`src/hdl/uflb_pkg.sv`:
```
// constants and types shared by the serial channel and its fifo
package uflb_pkg;
    // baud sampling and framing
    localparam int TICKS_PER_BIT = 16;
    localparam int SUB_W         = 4;
    localparam logic [SUB_W-1:0] SUB_LAST = 4'hf;
    localparam logic [SUB_W-1:0] SUB_MID  = 4'h7;
    localparam logic [2:0]       BIT_LAST = 3'h7;
    localparam int BITS_PER_CHAR = 10;
    // receive time-out, in character times and in 16x ticks
    localparam int TOUT_CHARS    = 4;
    localparam int TOUT_TICKS    = TOUT_CHARS * BITS_PER_CHAR * TICKS_PER_BIT;
    localparam int TOUT_W        = 10;
    localparam logic [TOUT_W-1:0] TOUT_LAST = TOUT_W'(TOUT_TICKS - 1);
    // fifo depths
    localparam int RX_DEPTH      = 16;
    localparam int TX_DEPTH      = 4;
    // receive trigger field codes and levels
    localparam logic [1:0] TRIG_CODE_1  = 2'h0;
    localparam logic [1:0] TRIG_CODE_4  = 2'h1;
    localparam logic [1:0] TRIG_CODE_8  = 2'h2;
    localparam logic [1:0] TRIG_CODE_14 = 2'h3;
    localparam logic [4:0] TRIG_LVL_1   = 5'h01;
    localparam logic [4:0] TRIG_LVL_4   = 5'h04;
    localparam logic [4:0] TRIG_LVL_8   = 5'h08;
    localparam logic [4:0] TRIG_LVL_14  = 5'h0e;
    // interrupt identification codes, bit 0 high means nothing pending
    localparam logic [3:0] ISR_NONE  = 4'h1;
    localparam logic [3:0] ISR_RX    = 4'h4;
    localparam logic [3:0] ISR_TOUT  = 4'hc;
    localparam logic [3:0] ISR_TX    = 4'h2;
    localparam logic [3:0] ISR_MODEM = 4'h0;
    // reset values
    localparam logic [15:0] DIV_RST  = 16'h0001;
    localparam logic        TXI_RST  = 1'b1;
    // modem delta bit positions
    localparam int MD_CTS = 0;

    typedef enum logic [1:0] {
        TX_IDLE  = 2'b00,
        TX_START = 2'b01,
        TX_DATA  = 2'b10,
        TX_STOP  = 2'b11
    } uflb_txst_e;

    typedef enum logic [1:0] {
        RX_IDLE  = 2'b00,
        RX_START = 2'b01,
        RX_DATA  = 2'b10,
        RX_STOP  = 2'b11
    } uflb_rxst_e;
endpackage : uflb_pkg

```
`src/hdl/uflb_fifo.sv`:
```
// small synchronous fifo with valid/ready on both sides and a fill count
`timescale 1ns/100ps
module uflb_fifo
    import uflb_pkg::*;
#(
    parameter int W = 8,
    parameter int D = TX_DEPTH
) (
    // clock, reset, enable
    input  wire logic                   clk,
    input  wire logic                   rst,
    input  wire logic                   clkEn,
    // fill side
    input  wire logic                   inValid,
    output logic                        inReady,
    input  wire logic [W-1:0]           inData,
    // drain side
    output logic                        outValid,
    input  wire logic                   outReady,
    output logic [W-1:0]                outData,
    // fill level
    output logic [$clog2(D+1)-1:0]      count
);
    localparam int PW = (D > 1) ? $clog2(D) : 1;
    localparam int CW = $clog2(D + 1);

    typedef struct packed {
        logic [D-1:0][W-1:0] mem;
        logic [PW-1:0]       wrPtr;
        logic [PW-1:0]       rdPtr;
        logic [CW-1:0]       cnt;
    } uflb_fifo_s;

    uflb_fifo_s s_q;
    uflb_fifo_s s_d;
    logic       doPush;
    logic       doPop;

    assign inReady  = (s_q.cnt != CW'(D));
    assign outValid = (s_q.cnt != '0);
    assign outData  = s_q.mem[s_q.rdPtr];
    assign count    = s_q.cnt;
    assign doPush   = clkEn && inValid && inReady;
    assign doPop    = clkEn && outReady && outValid;

    always_comb begin
        s_d = s_q;
        if (doPush) begin
            s_d.mem[s_q.wrPtr] = inData;
            s_d.wrPtr = (s_q.wrPtr == PW'(D - 1)) ? '0 : s_q.wrPtr + 1'b1;
        end
        if (doPop) begin
            s_d.rdPtr = (s_q.rdPtr == PW'(D - 1)) ? '0 : s_q.rdPtr + 1'b1;
        end
        if (doPush && !doPop) begin
            s_d.cnt = s_q.cnt + 1'b1;
        end else if (doPop && !doPush) begin
            s_d.cnt = s_q.cnt - 1'b1;
        end
    end

    always_ff @(posedge clk) begin
        if (rst) begin
            s_q <= '0;
        end else begin
            s_q <= s_d;
        end
    end
endmodule : uflb_fifo

```
`src/hdl/uflb_core.sv`:
```
// serial channel: baud generator, tx/rx, autoflow, interrupts, loop-back
`timescale 1ns/100ps
module uflb_core
    import uflb_pkg::*;
#(
    parameter int RxDepth = RX_DEPTH,
    parameter int TxDepth = TX_DEPTH
) (
    // clock, reset, enable
    input  wire logic        clk,
    input  wire logic        rst,
    input  wire logic        clkEn,
    // host transmit data into the transmit holding location
    input  wire logic [7:0]  txData,
    input  wire logic        txValid,
    output logic             txReady,
    // host reads of the receive holding location
    output logic [7:0]       rxData,
    output logic             rxValid,
    input  wire logic        rxReady,
    // divisor latches
    input  wire logic        divLatchEnable,
    input  wire logic        divLowWrite,
    input  wire logic        divHighWrite,
    input  wire logic [7:0]  divWriteData,
    output logic [15:0]      divisor,
    // fifo control bits
    input  wire logic        fifoEnable,
    input  wire logic        dmaModeSelect,
    input  wire logic [1:0]  rxTriggerCode,
    // interrupt enable bits
    input  wire logic        rxIntEnable,
    input  wire logic        txIntEnable,
    input  wire logic        modemIntEnable,
    // modem control bits
    input  wire logic        ctrlDtr,
    input  wire logic        ctrlRts,
    input  wire logic        userOutputOne,
    input  wire logic        userOutputTwo,
    input  wire logic        loopBack,
    input  wire logic        autoflowEnable,
    // status
    input  wire logic        intStatusRead,
    input  wire logic        modemStatusRead,
    output logic [3:0]       intStatus,
    output logic [7:0]       modemStatus,
    output logic             rxDataReady,
    output logic             txHoldEmpty,
    output logic [4:0]       rxFill,
    // serial pins
    output logic             txPin,
    input  wire logic        rxPin,
    output logic             rtsN,
    output logic             dtrN,
    output logic             out1N,
    output logic             out2N,
    input  wire logic        ctsN,
    input  wire logic        dsrN,
    input  wire logic        riN,
    input  wire logic        cdN,
    // interrupt output, three-state by enable
    input  wire logic        interruptSelectInput,
    output logic             intOut,
    output logic             intOutOeN
);
    localparam int RCW = $clog2(RxDepth + 1);
    localparam int TCW = $clog2(TxDepth + 1);

    typedef struct packed {
        logic [15:0]       divisor;
        logic [15:0]       baudCnt;
        uflb_txst_e        txSt;
        logic [SUB_W-1:0]  txSub;
        logic [2:0]        txBit;
        logic [7:0]        txShift;
        logic              txLine;
        logic              ctsGate;
        uflb_rxst_e        rxSt;
        logic [SUB_W-1:0]  rxSub;
        logic [2:0]        rxBit;
        logic [7:0]        rxShift;
        logic              rxPush;
        logic [7:0]        rxByte;
        logic [TOUT_W-1:0] toutCnt;
        logic              toutFlag;
        logic              rtsHold;
        logic [3:0]        msrNow;
        logic [3:0]        msrDelta;
        logic              txIntFlag;
        logic              txCondPrev;
        logic [3:0]        isr;
    } uflb_core_s;

    uflb_core_s s_q;
    uflb_core_s s_d;

    logic           tick;
    logic           serialIn;
    logic [3:0]     modemIn;
    logic           ctsActive;
    logic           autoCts;
    logic           autoRts;
    logic           txPop;
    logic           txFifoValid;
    logic [7:0]     txFifoData;
    logic [TCW-1:0] txCount;
    logic           txFifoReady;
    logic           rxPop;
    logic           rxStopCentre;
    logic [RCW-1:0] rxCount;
    logic [4:0]     trigLevel;
    logic           rtsBlock;
    logic           rxAvail;
    logic           toutPending;
    logic           txCond;
    logic           modemPending;

    // transmit holding fifo, back-pressure reaches the host
    uflb_fifo #(.W(8), .D(TxDepth)) txFifo (
        .clk      (clk),
        .rst      (rst),
        .clkEn    (clkEn),
        .inValid  (txValid),
        .inReady  (txFifoReady),
        .inData   (txData),
        .outValid (txFifoValid),
        .outReady (txPop),
        .outData  (txFifoData),
        .count    (txCount)
    );

    // receive fifo, a character arriving while full is lost
    uflb_fifo #(.W(8), .D(RxDepth)) rxFifo (
        .clk      (clk),
        .rst      (rst),
        .clkEn    (clkEn),
        .inValid  (s_q.rxPush),
        .inReady  (),
        .inData   (s_q.rxByte),
        .outValid (rxValid),
        .outReady (rxReady),
        .outData  (rxData),
        .count    (rxCount)
    );

    assign txReady = clkEn && txFifoReady;
    assign rxPop   = clkEn && rxReady && rxValid;

    // one generator for both directions
    assign tick = (s_q.baudCnt + 16'h0001 >= s_q.divisor);

    // loop-back path and modem inputs
    assign serialIn = loopBack ? s_q.txLine : rxPin;
    assign modemIn  = loopBack ? {userOutputTwo, userOutputOne, ctrlDtr, ctrlRts}
                               : {~cdN, ~riN, ~dsrN, ~ctsN};
    assign ctsActive = modemIn[MD_CTS];

    // autoflow mode selection
    assign autoCts = autoflowEnable;
    assign autoRts = autoflowEnable && ctrlRts;

    // trigger level decode
    always_comb begin
        case (rxTriggerCode)
            TRIG_CODE_1: trigLevel = TRIG_LVL_1;
            TRIG_CODE_4: trigLevel = TRIG_LVL_4;
            TRIG_CODE_8: trigLevel = TRIG_LVL_8;
            default:     trigLevel = TRIG_LVL_14;
        endcase
    end

    // rts hold-off: level 14 tracks space, lower levels hold until empty
    always_comb begin
        if (rxTriggerCode == TRIG_CODE_14) begin
            rtsBlock = (rxCount == RCW'(RxDepth))
                    || (rxCount == RCW'(RxDepth - 1) && s_q.rxSt == RX_DATA);
        end else begin
            rtsBlock = s_q.rtsHold;
        end
    end

    // transmitter pops a byte when it starts a frame
    always_comb begin
        txPop = 1'b0;
        if (clkEn && tick && txFifoValid) begin
            if (s_q.txSt == TX_IDLE) begin
                txPop = !autoCts || ctsActive;
            end else if (s_q.txSt == TX_STOP && s_q.txSub == SUB_LAST) begin
                txPop = !autoCts || s_q.ctsGate;
            end
        end
    end

    assign rxStopCentre = tick && s_q.rxSt == RX_STOP && s_q.rxSub == SUB_LAST;

    // interrupt sources
    always_comb begin
        if (!fifoEnable) begin
            rxAvail = (rxCount != '0);
        end else if (dmaModeSelect) begin
            rxAvail = (5'(rxCount) > trigLevel);
        end else begin
            rxAvail = (5'(rxCount) >= trigLevel);
        end
    end
    assign toutPending  = s_q.toutFlag && (rxCount != '0);
    // fifo-enabled mode 0 reports the transmit fifo leaving full, otherwise an empty fifo
    assign txCond = (fifoEnable && !dmaModeSelect) ? txFifoReady
                                                   : (txCount == '0);
    // cts deltas are hidden from the interrupt while autoflow gates tx
    assign modemPending = autoflowEnable ? |s_q.msrDelta[3:1]
                                         : |s_q.msrDelta;

    always_comb begin
        s_d = s_q;
        s_d.rxPush = 1'b0;

        // divisor latches and baud counter
        if (divLatchEnable && divLowWrite) begin
            s_d.divisor[7:0] = divWriteData;
        end
        if (divLatchEnable && divHighWrite) begin
            s_d.divisor[15:8] = divWriteData;
        end
        s_d.baudCnt = tick ? 16'h0000 : s_q.baudCnt + 16'h0001;

        // transmitter
        if (tick) begin
            case (s_q.txSt)
                TX_IDLE: begin
                    s_d.txLine = 1'b1;
                    if (txPop) begin
                        s_d.txShift = txFifoData;
                        s_d.txSt    = TX_START;
                        s_d.txSub   = '0;
                        s_d.txLine  = 1'b0;
                    end
                end
                TX_START: begin
                    s_d.txSub = s_q.txSub + 1'b1;
                    if (s_q.txSub == SUB_LAST) begin
                        s_d.txSt   = TX_DATA;
                        s_d.txBit  = '0;
                        s_d.txLine = s_q.txShift[0];
                    end
                end
                TX_DATA: begin
                    s_d.txSub = s_q.txSub + 1'b1;
                    if (s_q.txSub == SUB_LAST) begin
                        s_d.txShift = {1'b0, s_q.txShift[7:1]};
                        s_d.txBit   = s_q.txBit + 1'b1;
                        s_d.txLine  = s_q.txShift[1];
                        if (s_q.txBit == BIT_LAST) begin
                            s_d.txSt   = TX_STOP;
                            s_d.txLine = 1'b1;
                        end
                    end
                end
                default: begin
                    s_d.txSub = s_q.txSub + 1'b1;
                    if (s_q.txSub == SUB_MID) begin
                        s_d.ctsGate = ctsActive;
                    end
                    if (s_q.txSub == SUB_LAST) begin
                        if (txPop) begin
                            s_d.txShift = txFifoData;
                            s_d.txSt    = TX_START;
                            s_d.txLine  = 1'b0;
                        end else begin
                            s_d.txSt = TX_IDLE;
                        end
                    end
                end
            endcase
        end

        // receiver, bits sampled at their centres
        if (tick) begin
            case (s_q.rxSt)
                RX_IDLE: begin
                    if (!serialIn) begin
                        s_d.rxSt  = RX_START;
                        s_d.rxSub = '0;
                    end
                end
                RX_START: begin
                    s_d.rxSub = s_q.rxSub + 1'b1;
                    if (s_q.rxSub == SUB_MID) begin
                        s_d.rxSub = '0;
                        s_d.rxBit = '0;
                        s_d.rxSt  = serialIn ? RX_IDLE : RX_DATA;
                    end
                end
                RX_DATA: begin
                    s_d.rxSub = s_q.rxSub + 1'b1;
                    if (s_q.rxSub == SUB_LAST) begin
                        s_d.rxShift = {serialIn, s_q.rxShift[7:1]};
                        s_d.rxBit   = s_q.rxBit + 1'b1;
                        if (s_q.rxBit == BIT_LAST) begin
                            s_d.rxSt = RX_STOP;
                        end
                    end
                end
                default: begin
                    s_d.rxSub = s_q.rxSub + 1'b1;
                    if (s_q.rxSub == SUB_LAST) begin
                        s_d.rxPush = 1'b1;
                        s_d.rxByte = s_q.rxShift;
                        s_d.rxSt   = RX_IDLE;
                    end
                end
            endcase
        end

        // receive time-out
        if (rxStopCentre || rxPop || rxCount == '0) begin
            s_d.toutCnt  = '0;
            s_d.toutFlag = 1'b0;
        end else if (tick && !s_q.toutFlag) begin
            s_d.toutCnt = s_q.toutCnt + 1'b1;
            if (s_q.toutCnt == TOUT_LAST) begin
                s_d.toutFlag = 1'b1;
            end
        end

        // rts hold for the lower trigger levels, set wins over clear
        if (5'(rxCount) >= trigLevel) begin
            s_d.rtsHold = 1'b1;
        end else if (rxCount == '0) begin
            s_d.rtsHold = 1'b0;
        end

        // modem status and sticky deltas, a change beats the read clear
        s_d.msrNow   = modemIn;
        s_d.msrDelta = (modemStatusRead ? 4'h0 : s_q.msrDelta)
                     | (modemIn ^ s_q.msrNow);

        // transmit-empty flag: set on a new rise of txCond
        s_d.txCondPrev = txCond;
        if (txCond && !s_q.txCondPrev) begin
            s_d.txIntFlag = 1'b1;
        end else if ((txValid && txReady)
                  || (intStatusRead && s_q.isr == ISR_TX)) begin
            s_d.txIntFlag = 1'b0;
        end

        // single highest pending source
        if (rxIntEnable && rxAvail) begin
            s_d.isr = ISR_RX;
        end else if (rxIntEnable && toutPending) begin
            s_d.isr = ISR_TOUT;
        end else if (txIntEnable && s_q.txIntFlag) begin
            s_d.isr = ISR_TX;
        end else if (modemIntEnable && modemPending) begin
            s_d.isr = ISR_MODEM;
        end else begin
            s_d.isr = ISR_NONE;
        end
    end

    always_ff @(posedge clk) begin
        if (rst) begin
            s_q            <= '0;
            s_q.divisor    <= DIV_RST;
            s_q.txLine     <= 1'b1;
            s_q.txSt       <= TX_IDLE;
            s_q.rxSt       <= RX_IDLE;
            s_q.txIntFlag  <= TXI_RST;
            s_q.txCondPrev <= 1'b1;
            s_q.isr        <= ISR_NONE;
        end else if (clkEn) begin
            s_q <= s_d;
        end
    end

    // outputs
    assign divisor     = s_q.divisor;
    assign intStatus   = s_q.isr;
    assign modemStatus = {s_q.msrNow, s_q.msrDelta};
    assign rxDataReady = (rxCount != '0);
    assign txHoldEmpty = txFifoReady;
    assign rxFill      = 5'(rxCount);

    // pins idle high while looped back
    assign txPin = loopBack ? 1'b1 : s_q.txLine;
    assign rtsN  = loopBack ? 1'b1 : !(ctrlRts && !(autoRts && rtsBlock));
    assign dtrN  = loopBack ? 1'b1 : !ctrlDtr;
    assign out1N = loopBack ? 1'b1 : !userOutputOne;
    assign out2N = loopBack ? 1'b1 : !userOutputTwo;

    // interrupt driver enabled by the select input or output-2
    assign intOut    = !s_q.isr[0];
    assign intOutOeN = !(interruptSelectInput || userOutputTwo);
endmodule : uflb_core

```
`config.mk`:
```
export PLATFORM = sky130hd
export DESIGN_NAME = uflb_core
export DESIGN_NICKNAME = d
export VERILOG_FILES = /design/src/hdl/uflb_pkg.sv /design/src/hdl/uflb_fifo.sv /design/src/hdl/uflb_core.sv
export SDC_FILE = /design/constraint.sdc
export NUM_CORES = 1
export LEC_CHECK = 0
export BUFFER_PORTS_ARGS = -buffer_cell sky130_fd_sc_hd__buf_2
export CORE_AREA = 3 3 220 222
export CTS_CLUSTER_SIZE = 16
export DETAILED_ROUTE_END_ITERATION = 10
export DIE_AREA = 0 0 223 225
export GPL_TIMING_DRIVEN = 0
export SYNTH_ARGS = -nofsm -noshare
export SYNTH_HDL_FRONTEND = slang
export SYNTH_SLANG_ARGS = --single-unit
```
`constraint.sdc`:
```
create_clock -name clk -period 7 [get_ports clk]
set_input_delay 0.7 -clock clk [delete_from_list [all_inputs] [get_ports clk]]
set_output_delay 0.7 -clock clk [all_outputs]
set_load 0.02 [all_outputs]
```
Yosys cells after proc, flatten, opt, wreduce, memory -nomap -nowiden

Cells that the tools add are included.
Widths: inputs -> output; s select.

$add $sub $neg: 14
Multiply operators: 0
Div/mod/pow operators: 0
Order comparisons: 9
Eq/ne operators: 33
Shift operators: 0
Mux-type cells: 76
Bitwise operators: 9
Reductions and logical operators: 98

Operator list:

| cell                  | number |
|---|---|
| $bwmux 128            | 1 |
| $mux 9                | 7 |
| $logic_and 1x1->1     | 36 |
| $pmux 6 s3            | 2 |
| $mux 11               | 3 |
| $bmux 8 s4            | 1 |
| $bwmux 32             | 1 |
| $demux 8 s4           | 1 |
| $mux 8                | 4 |
| $mux 4                | 6 |
| $pmux 8 s3            | 1 |
| $mux 1                | 23 |
| $mux 2                | 11 |
| $reduce_and 7->1      | 3 |
| $reduce_bool 2->1     | 10 |
| $add 16x1->16 const B | 1 |
| $add 4x1->4 const B   | 4 |
| $bmux 8 s2            | 1 |
| $demux 8 s2           | 1 |
| $eq 2x2->1 const B    | 8 |
| $eq 4x4->1 const B    | 4 |
| $ge 16x16->1          | 1 |
| $mux 16               | 1 |
| $logic_not 1->1       | 15 |
| other kinds (47)      | 93 |

Bits in registers: 283
Bits in latches: 0
Memory bits (writable): 0
ROM bits: 0
Input port bits: 45
Output and inout bits: 52
Logic and storage cells: 288
Memories kept: 0

Logic depth before layout (Yosys ltp)

Depth in word-level cells: 10
Mapped depth: 18
Mapped depth without buffers: 16

By module

From an unflattened synthesis, not the netlist that was laid out.

Cell total of the unflattened synthesis: 1540
Area total of the unflattened synthesis: 14622.8 um^2

By module, submodules not included:

| module             | times used | cells an instance | area an instance (um^2) | seq. area each (um^2) |
|---|---|---|---|---|
| uflb_fifo (rxFifo) | 1          | 602               | 6563.8                  | 2822.7 |
| uflb_core          | 1          | 766               | 6127.1                  | 2062.0 |
| uflb_fifo (txFifo) | 1          | 172               | 1931.9                  | 780.7 |

Least setup slack after synthesis

No wires, ideal clock.

Path kind: register to register
Start point: register s_q[73] (netlist bit)
End point: register txFifo.s_q (netlist bit txFifo.count[2])
Setup time: 0.070 ns
Data arrival time: 4.154 ns
Required time: 6.930 ns
Path slack: 2.775 ns
Cell stages (with the launch flop): 19
Path buffers: 2
Cells stage by stage: dfxtp_1 and3_1 and3_1 clkbuf_1 and3_1 clkbuf_1 nand3_1 xnor2_1 ha_1 nand4_1 nor3_1 a211o_1 o311ai_1 ha_1 inv_1 fa_1 xor2_1 or3_1 a21oi_1

Cells in the longest elaborated chain, start to end: 10
Elaborated cells between the ends (all ways): 12
Those cells by class: add/sub (1); order compare (1); mux (2); reduce/logical (8)

Ends and longest elaborated chain:

| what                                        | line             | text |
|---|---|---|
| start: declaration                          | uflb_core.sv:94  | `uflb_core_s s_q;` |
| $add 16x1->16 *                             | uflb_core.sv:150 | `assign tick = (s_q.baudCnt + 16'h0001 >= s_q.divisor);` |
| $ge 16x16->1 *                              | uflb_core.sv:150 |  |
| $logic_and 1x1->1 * (2 in series)           | uflb_core.sv:185 | `if (clkEn && tick && txFifoValid) begin` |
| $mux 1 *                                    | uflb_core.sv:185 |  |
| $logic_and 1x1->1 * (2 in series)           | uflb_fifo.sv:44  | `assign doPop = clkEn && outReady && outValid;` |
| $logic_not 1->1                             | uflb_fifo.sv:55  | `if (doPush && !doPop) begin` |
| $logic_and 1x1->1                           | uflb_fifo.sv:55  |  |
| $mux 3 or $reduce_bool 2->1 (tied branches) | --               |  |
| end signal: assignment                      | uflb_fifo.sv:64  | `s_q <= '0;` |
| end signal: assignment                      | uflb_fifo.sv:66  | `s_q <= s_d;` |
| end: declaration                            | uflb_fifo.sv:34  | `uflb_fifo_s s_q;` |

Every way passes the cells marked *; elsewhere a longest branch is shown, timed or not.
A chain may end at the register's enable or synchronous reset.

Worst setup path in the final report

Start point: register s_q[71] (netlist bit)
End point: register txFifo.s_q (netlist bit txFifo.count[2])

Same word-level chain as after synthesis.

==> results.yml <==
setup_path:
  timing.critical_path.required_ps: 7500
  end_kind: "flop"
  timing.setup.critical_path_class: "flop to flop"
  path_max_fanout: 5
  timing.rr.start: "s_q[71]$_SDFFE_PP0P_"
  reg2regPathDepth: 16
  rrSetupSlack_ps: 1880
  critical_path.reg2reg.endpoint: "txFifo.count[2]$_SDFFE_PP0P_"
  endpoint: "txFifo.count[2]$_SDFFE_PP0P_"
  timing.critical_path.from_type: "flop"
  worst_ep_arrival_time_ps: 5610
  critical_path.startpoint: "s_q[71]$_SDFFE_PP0P_"
synthesis:
  cell_with_the_most_instances_after_synthesis: "sky130_fd_sc_hd__dfxtp_1"
  number_of_synthesized_flops_with_an_enable_pin: 0
  asyncSetResetFlopFracSynth_pct: 0
  synthTopCellsByCount: "sky130_fd_sc_hd__dfxtp_1, sky130_fd_sc_hd__nor2_1, sky130_fd_sc_hd__mux2i_1"
  syn-num-nets: 1595
  synth.largest_area_cell: "sky130_fd_sc_hd__dfxtp_1"
  ys_warn_count: 0
  syn_area_per_cell_um2: 9.30
  postSynth.topFlopCell: "sky130_fd_sc_hd__dfxtp_1"
  biggest_area_contributors_in_the_synthesized_netlist: "sky130_fd_sc_hd__dfxtp_1, sky130_fd_sc_hd__mux2i_1, sky130_fd_sc_hd__mux4_2"
  post_synth_inst_count: 1500
  postSynthRegisterBits: 283
  synth.yosys.seq_area_share_pct: 40.6
  synthesis.area_um2: 14000
  synth_top_area_share_pct: 40.6
  post_synth_num_cell_types: 75
die:
  std_cell_rows: 79
  dieHeight_um: 225
  io_pins: 97
  die_x_um: 223
  fp.coreArea_um2: 46600
  initial_utilization_pct: 30.0
  die_area_um2: 50200
cells_and_area:
  design.final.nets: 1722
  antenna_cells_inserted: 0
  multi_input_area_um2: 7480
  area_growth_pct: 16.0
  ff_latch_area_um2: 5670
  layout-drive-gt1-share_pct: 16.5
  nFillCells: 4737
power_and_ir_drop:
  ir_drop_v: 0.000187
  power_leakage_uw: 0.00579
  pd_cells_nw_per_um2: 229
global_routing:
  global_route.usage.total_pct: 15.1
  number_of_antenna_violations_at_the_first_check_in_global_routing: 3
  pin_count_of_the_biggest_net_entering_global_routing: 17
  via_count_of_the_first_global_routing_pass: 11100
  grt_pass1_wl_mm: 61.4
  grt-ovfl-total: 0
route:
  post_route_drc_violation_count: 0
  first_iter_violations: 679
  drt-wirelength-per-cell_um: 17.4
  route.antenna.remaining_nets: 0
  dr.pass1.iters: 5
  dr_total_vias: 11389
  route.final.wire_length_mm: 39.2
  via_to_cell_ratio: 5.06
timing:
  slew_viol_final: 0
  fmax_ghz: 0.195
  final_critical_period_ps: 5120
  hold_viol: 0
  unrepaired_setup_endpoints_after_global_routing: "no"
  timing_worst_slew_pin_value_ps: 1000
  fin_crit_sh_pct: 73.1
  final_setup_violation_count: 0
  timing.slew.headroom_pct: 32.8
  fin_worst_hold_slack_ps: 387
  final.setup.tns_ps: 0
  skew_ps: 21.5
clock_network:
  ctsLongestPathBuffers: 3
  ctsResizeCount: 0
  number_of_clock_sinks: 283
  clkSlewWorstSetupHoldPaths_ps: 60
  cts_hold_buffers: 0
  cts_setup_buffers: 0
  cts_tree: "yes"
  cts_made_buffers: 30
  clk-insertion-delay-late_ps: 590
  h-tree-depth: 1
  root_buffer: "sky130_fd_sc_hd__clkbuf_16"
placed_design:
  half_perimeter_wire_length_after_placement_mm: 28.8
  buffer_ports.inserted: 95
  gp_congestion: 0.834
worst_hold_path:
  hold_path.class: "primary input to flop"
job:
  drv.max_cap_violation_count: 0
run_status:
  outcome: "finished clean"
## layer usage
metal / up-vias / share of wire [%] / global-route usage, %
li1: 5527 / - / -
met1: 5484 / 46 / 20.4
met2: 310 / 46 / 25.1
met3: 62 / 5.6 / 2.23
met4: 6 / 2.4 / 4.84
met5: - / 0.10 / 0
## through the flow
stage | util (%) | cells | setup slack, ps | cell area [µm²] | total power [µW]
2_1_floorplan | - | 1500 | 2780 | 14000 | 1980
3_3_place_gp | 32.6 | 2202 | 1980 | 15200 | 2120
3_5_place_dp | 32.6 | 2202 | 1940 | 15200 | 2120
4_1_cts | 34.8 | 2251 | 1910 | 16200 | 3740
5_1_grt | 34.8 | 2251 | 1410 | 16200 | 3850
6_report | 34.8 | 2251 | 1880 | 16200 | 3710
## final cells by class
| type | instances | share of cell area (%) |
|---|---|---|
| clock buffer | 43 | 5.50 |
| tap | 607 | 4.69 |
| inverter | 44 | 1.02 |
| buffer | 132 | 3.98 |
| multi-input combinational | 1041 | 46.2 |
| sequential | 283 | 35.0 |
| clock inverter | 6 | 0.665 |
| timing repair buffer | 95 | 2.94 |
## cells in the final DEF (no fill, tap or decap), types with 10 or more instances in the layout
cell,instances
sky130_fd_sc_hd__xnor2_1,10
sky130_fd_sc_hd__buf_4,34
sky130_fd_sc_hd__nand2b_1,13
sky130_fd_sc_hd__o21ai_0,33
sky130_fd_sc_hd__dfxtp_1,283
sky130_fd_sc_hd__mux2i_1,154
sky130_fd_sc_hd__nand3b_1,12
sky130_fd_sc_hd__xor2_1,18
sky130_fd_sc_hd__o31ai_1,10
sky130_fd_sc_hd__mux4_2,48
sky130_fd_sc_hd__a22oi_1,11
sky130_fd_sc_hd__clkbuf_16,30
sky130_fd_sc_hd__or3_1,11
sky130_fd_sc_hd__nor3_1,15
sky130_fd_sc_hd__and3_1,11
sky130_fd_sc_hd__nor2_1,198
sky130_fd_sc_hd__ha_1,48
sky130_fd_sc_hd__a211oi_1,12
sky130_fd_sc_hd__nor2_2,12
sky130_fd_sc_hd__inv_1,44
sky130_fd_sc_hd__nor4_1,10
sky130_fd_sc_hd__a21oi_1,129
sky130_fd_sc_hd__clkbuf_1,74
sky130_fd_sc_hd__buf_2,105
sky130_fd_sc_hd__nand2_1,113
sky130_fd_sc_hd__buf_1,16
sky130_fd_sc_hd__nand4_1,13
sky130_fd_sc_hd__nand3_1,65
## sequential cells by signal (all words and copies together), names as in the netlist
name	cells
rxFifo.s_q	136
rxFifo.count	5
intStatus	4
s_q	75
txFifo.count	3
modemStatus	8
txFifo.s_q	36
divisor	16
## worst max-delay path, stage by stage, from the launching register on
cell and delay, ps:
sky130_fd_sc_hd__dfxtp_1 380, sky130_fd_sc_hd__ha_1 260, sky130_fd_sc_hd__nand3_1 200, sky130_fd_sc_hd__nor3_1 650, sky130_fd_sc_hd__nand3_1 240, sky130_fd_sc_hd__xnor2_1 260, sky130_fd_sc_hd__ha_1 270, sky130_fd_sc_hd__nand4_1 190
sky130_fd_sc_hd__o21bai_1 140, sky130_fd_sc_hd__a211o_1 360, sky130_fd_sc_hd__o311ai_1 740, sky130_fd_sc_hd__ha_1 300, sky130_fd_sc_hd__inv_1 60, sky130_fd_sc_hd__fa_1 370, sky130_fd_sc_hd__xor2_1 180, sky130_fd_sc_hd__or3_1 300
sky130_fd_sc_hd__a21oi_1 130
## worst min path at each step
stage / startpoint / endpoint / cells past startpoint
detailed placement: txFifo.s_q[37]$_SDFFE_PP0P_ / txFifo.s_q[37]$_SDFFE_PP0P_ / 2
global route: divWriteData[5] / divisor[5]$_SDFFE_PP0P_ / 3
CTS: divWriteData[6] / divisor[14]$_SDFFE_PP0P_ / 3
floorplan: txFifo.s_q[23]$_SDFFE_PP0P_ / txFifo.s_q[23]$_SDFFE_PP0P_ / 2
finish: divWriteData[6] / divisor[14]$_SDFFE_PP0P_ / 3
global placement: txFifo.s_q[10]$_SDFFE_PP0P_ / txFifo.s_q[10]$_SDFFE_PP0P_ / 2
## logic make-up (layout without fill, tap and decap cells)
kind of cell	count (synthesis)	in the layout	synth area share (%)
xor gates and xnor gates	28	28	1.76
AOI/OAI and AO/OA	253	253	11.3
buffers and inverters	176	320	5.80
muxes	205	205	19.0
DFF	283	283	40.6
adders and majority gates	50	50	4.59
and+or+nand+nor	505	505	16.9
## power breakdown
part | switching [µW] | internal (µW) | leakage, µW
Sequential | 28.3 | 1640 | 0.00229
Combinational | 275 | 143 | 0.00302
Clock | 670 | 949 | 0.000487
No activity file was read; power rests on OpenSTA's default activity.
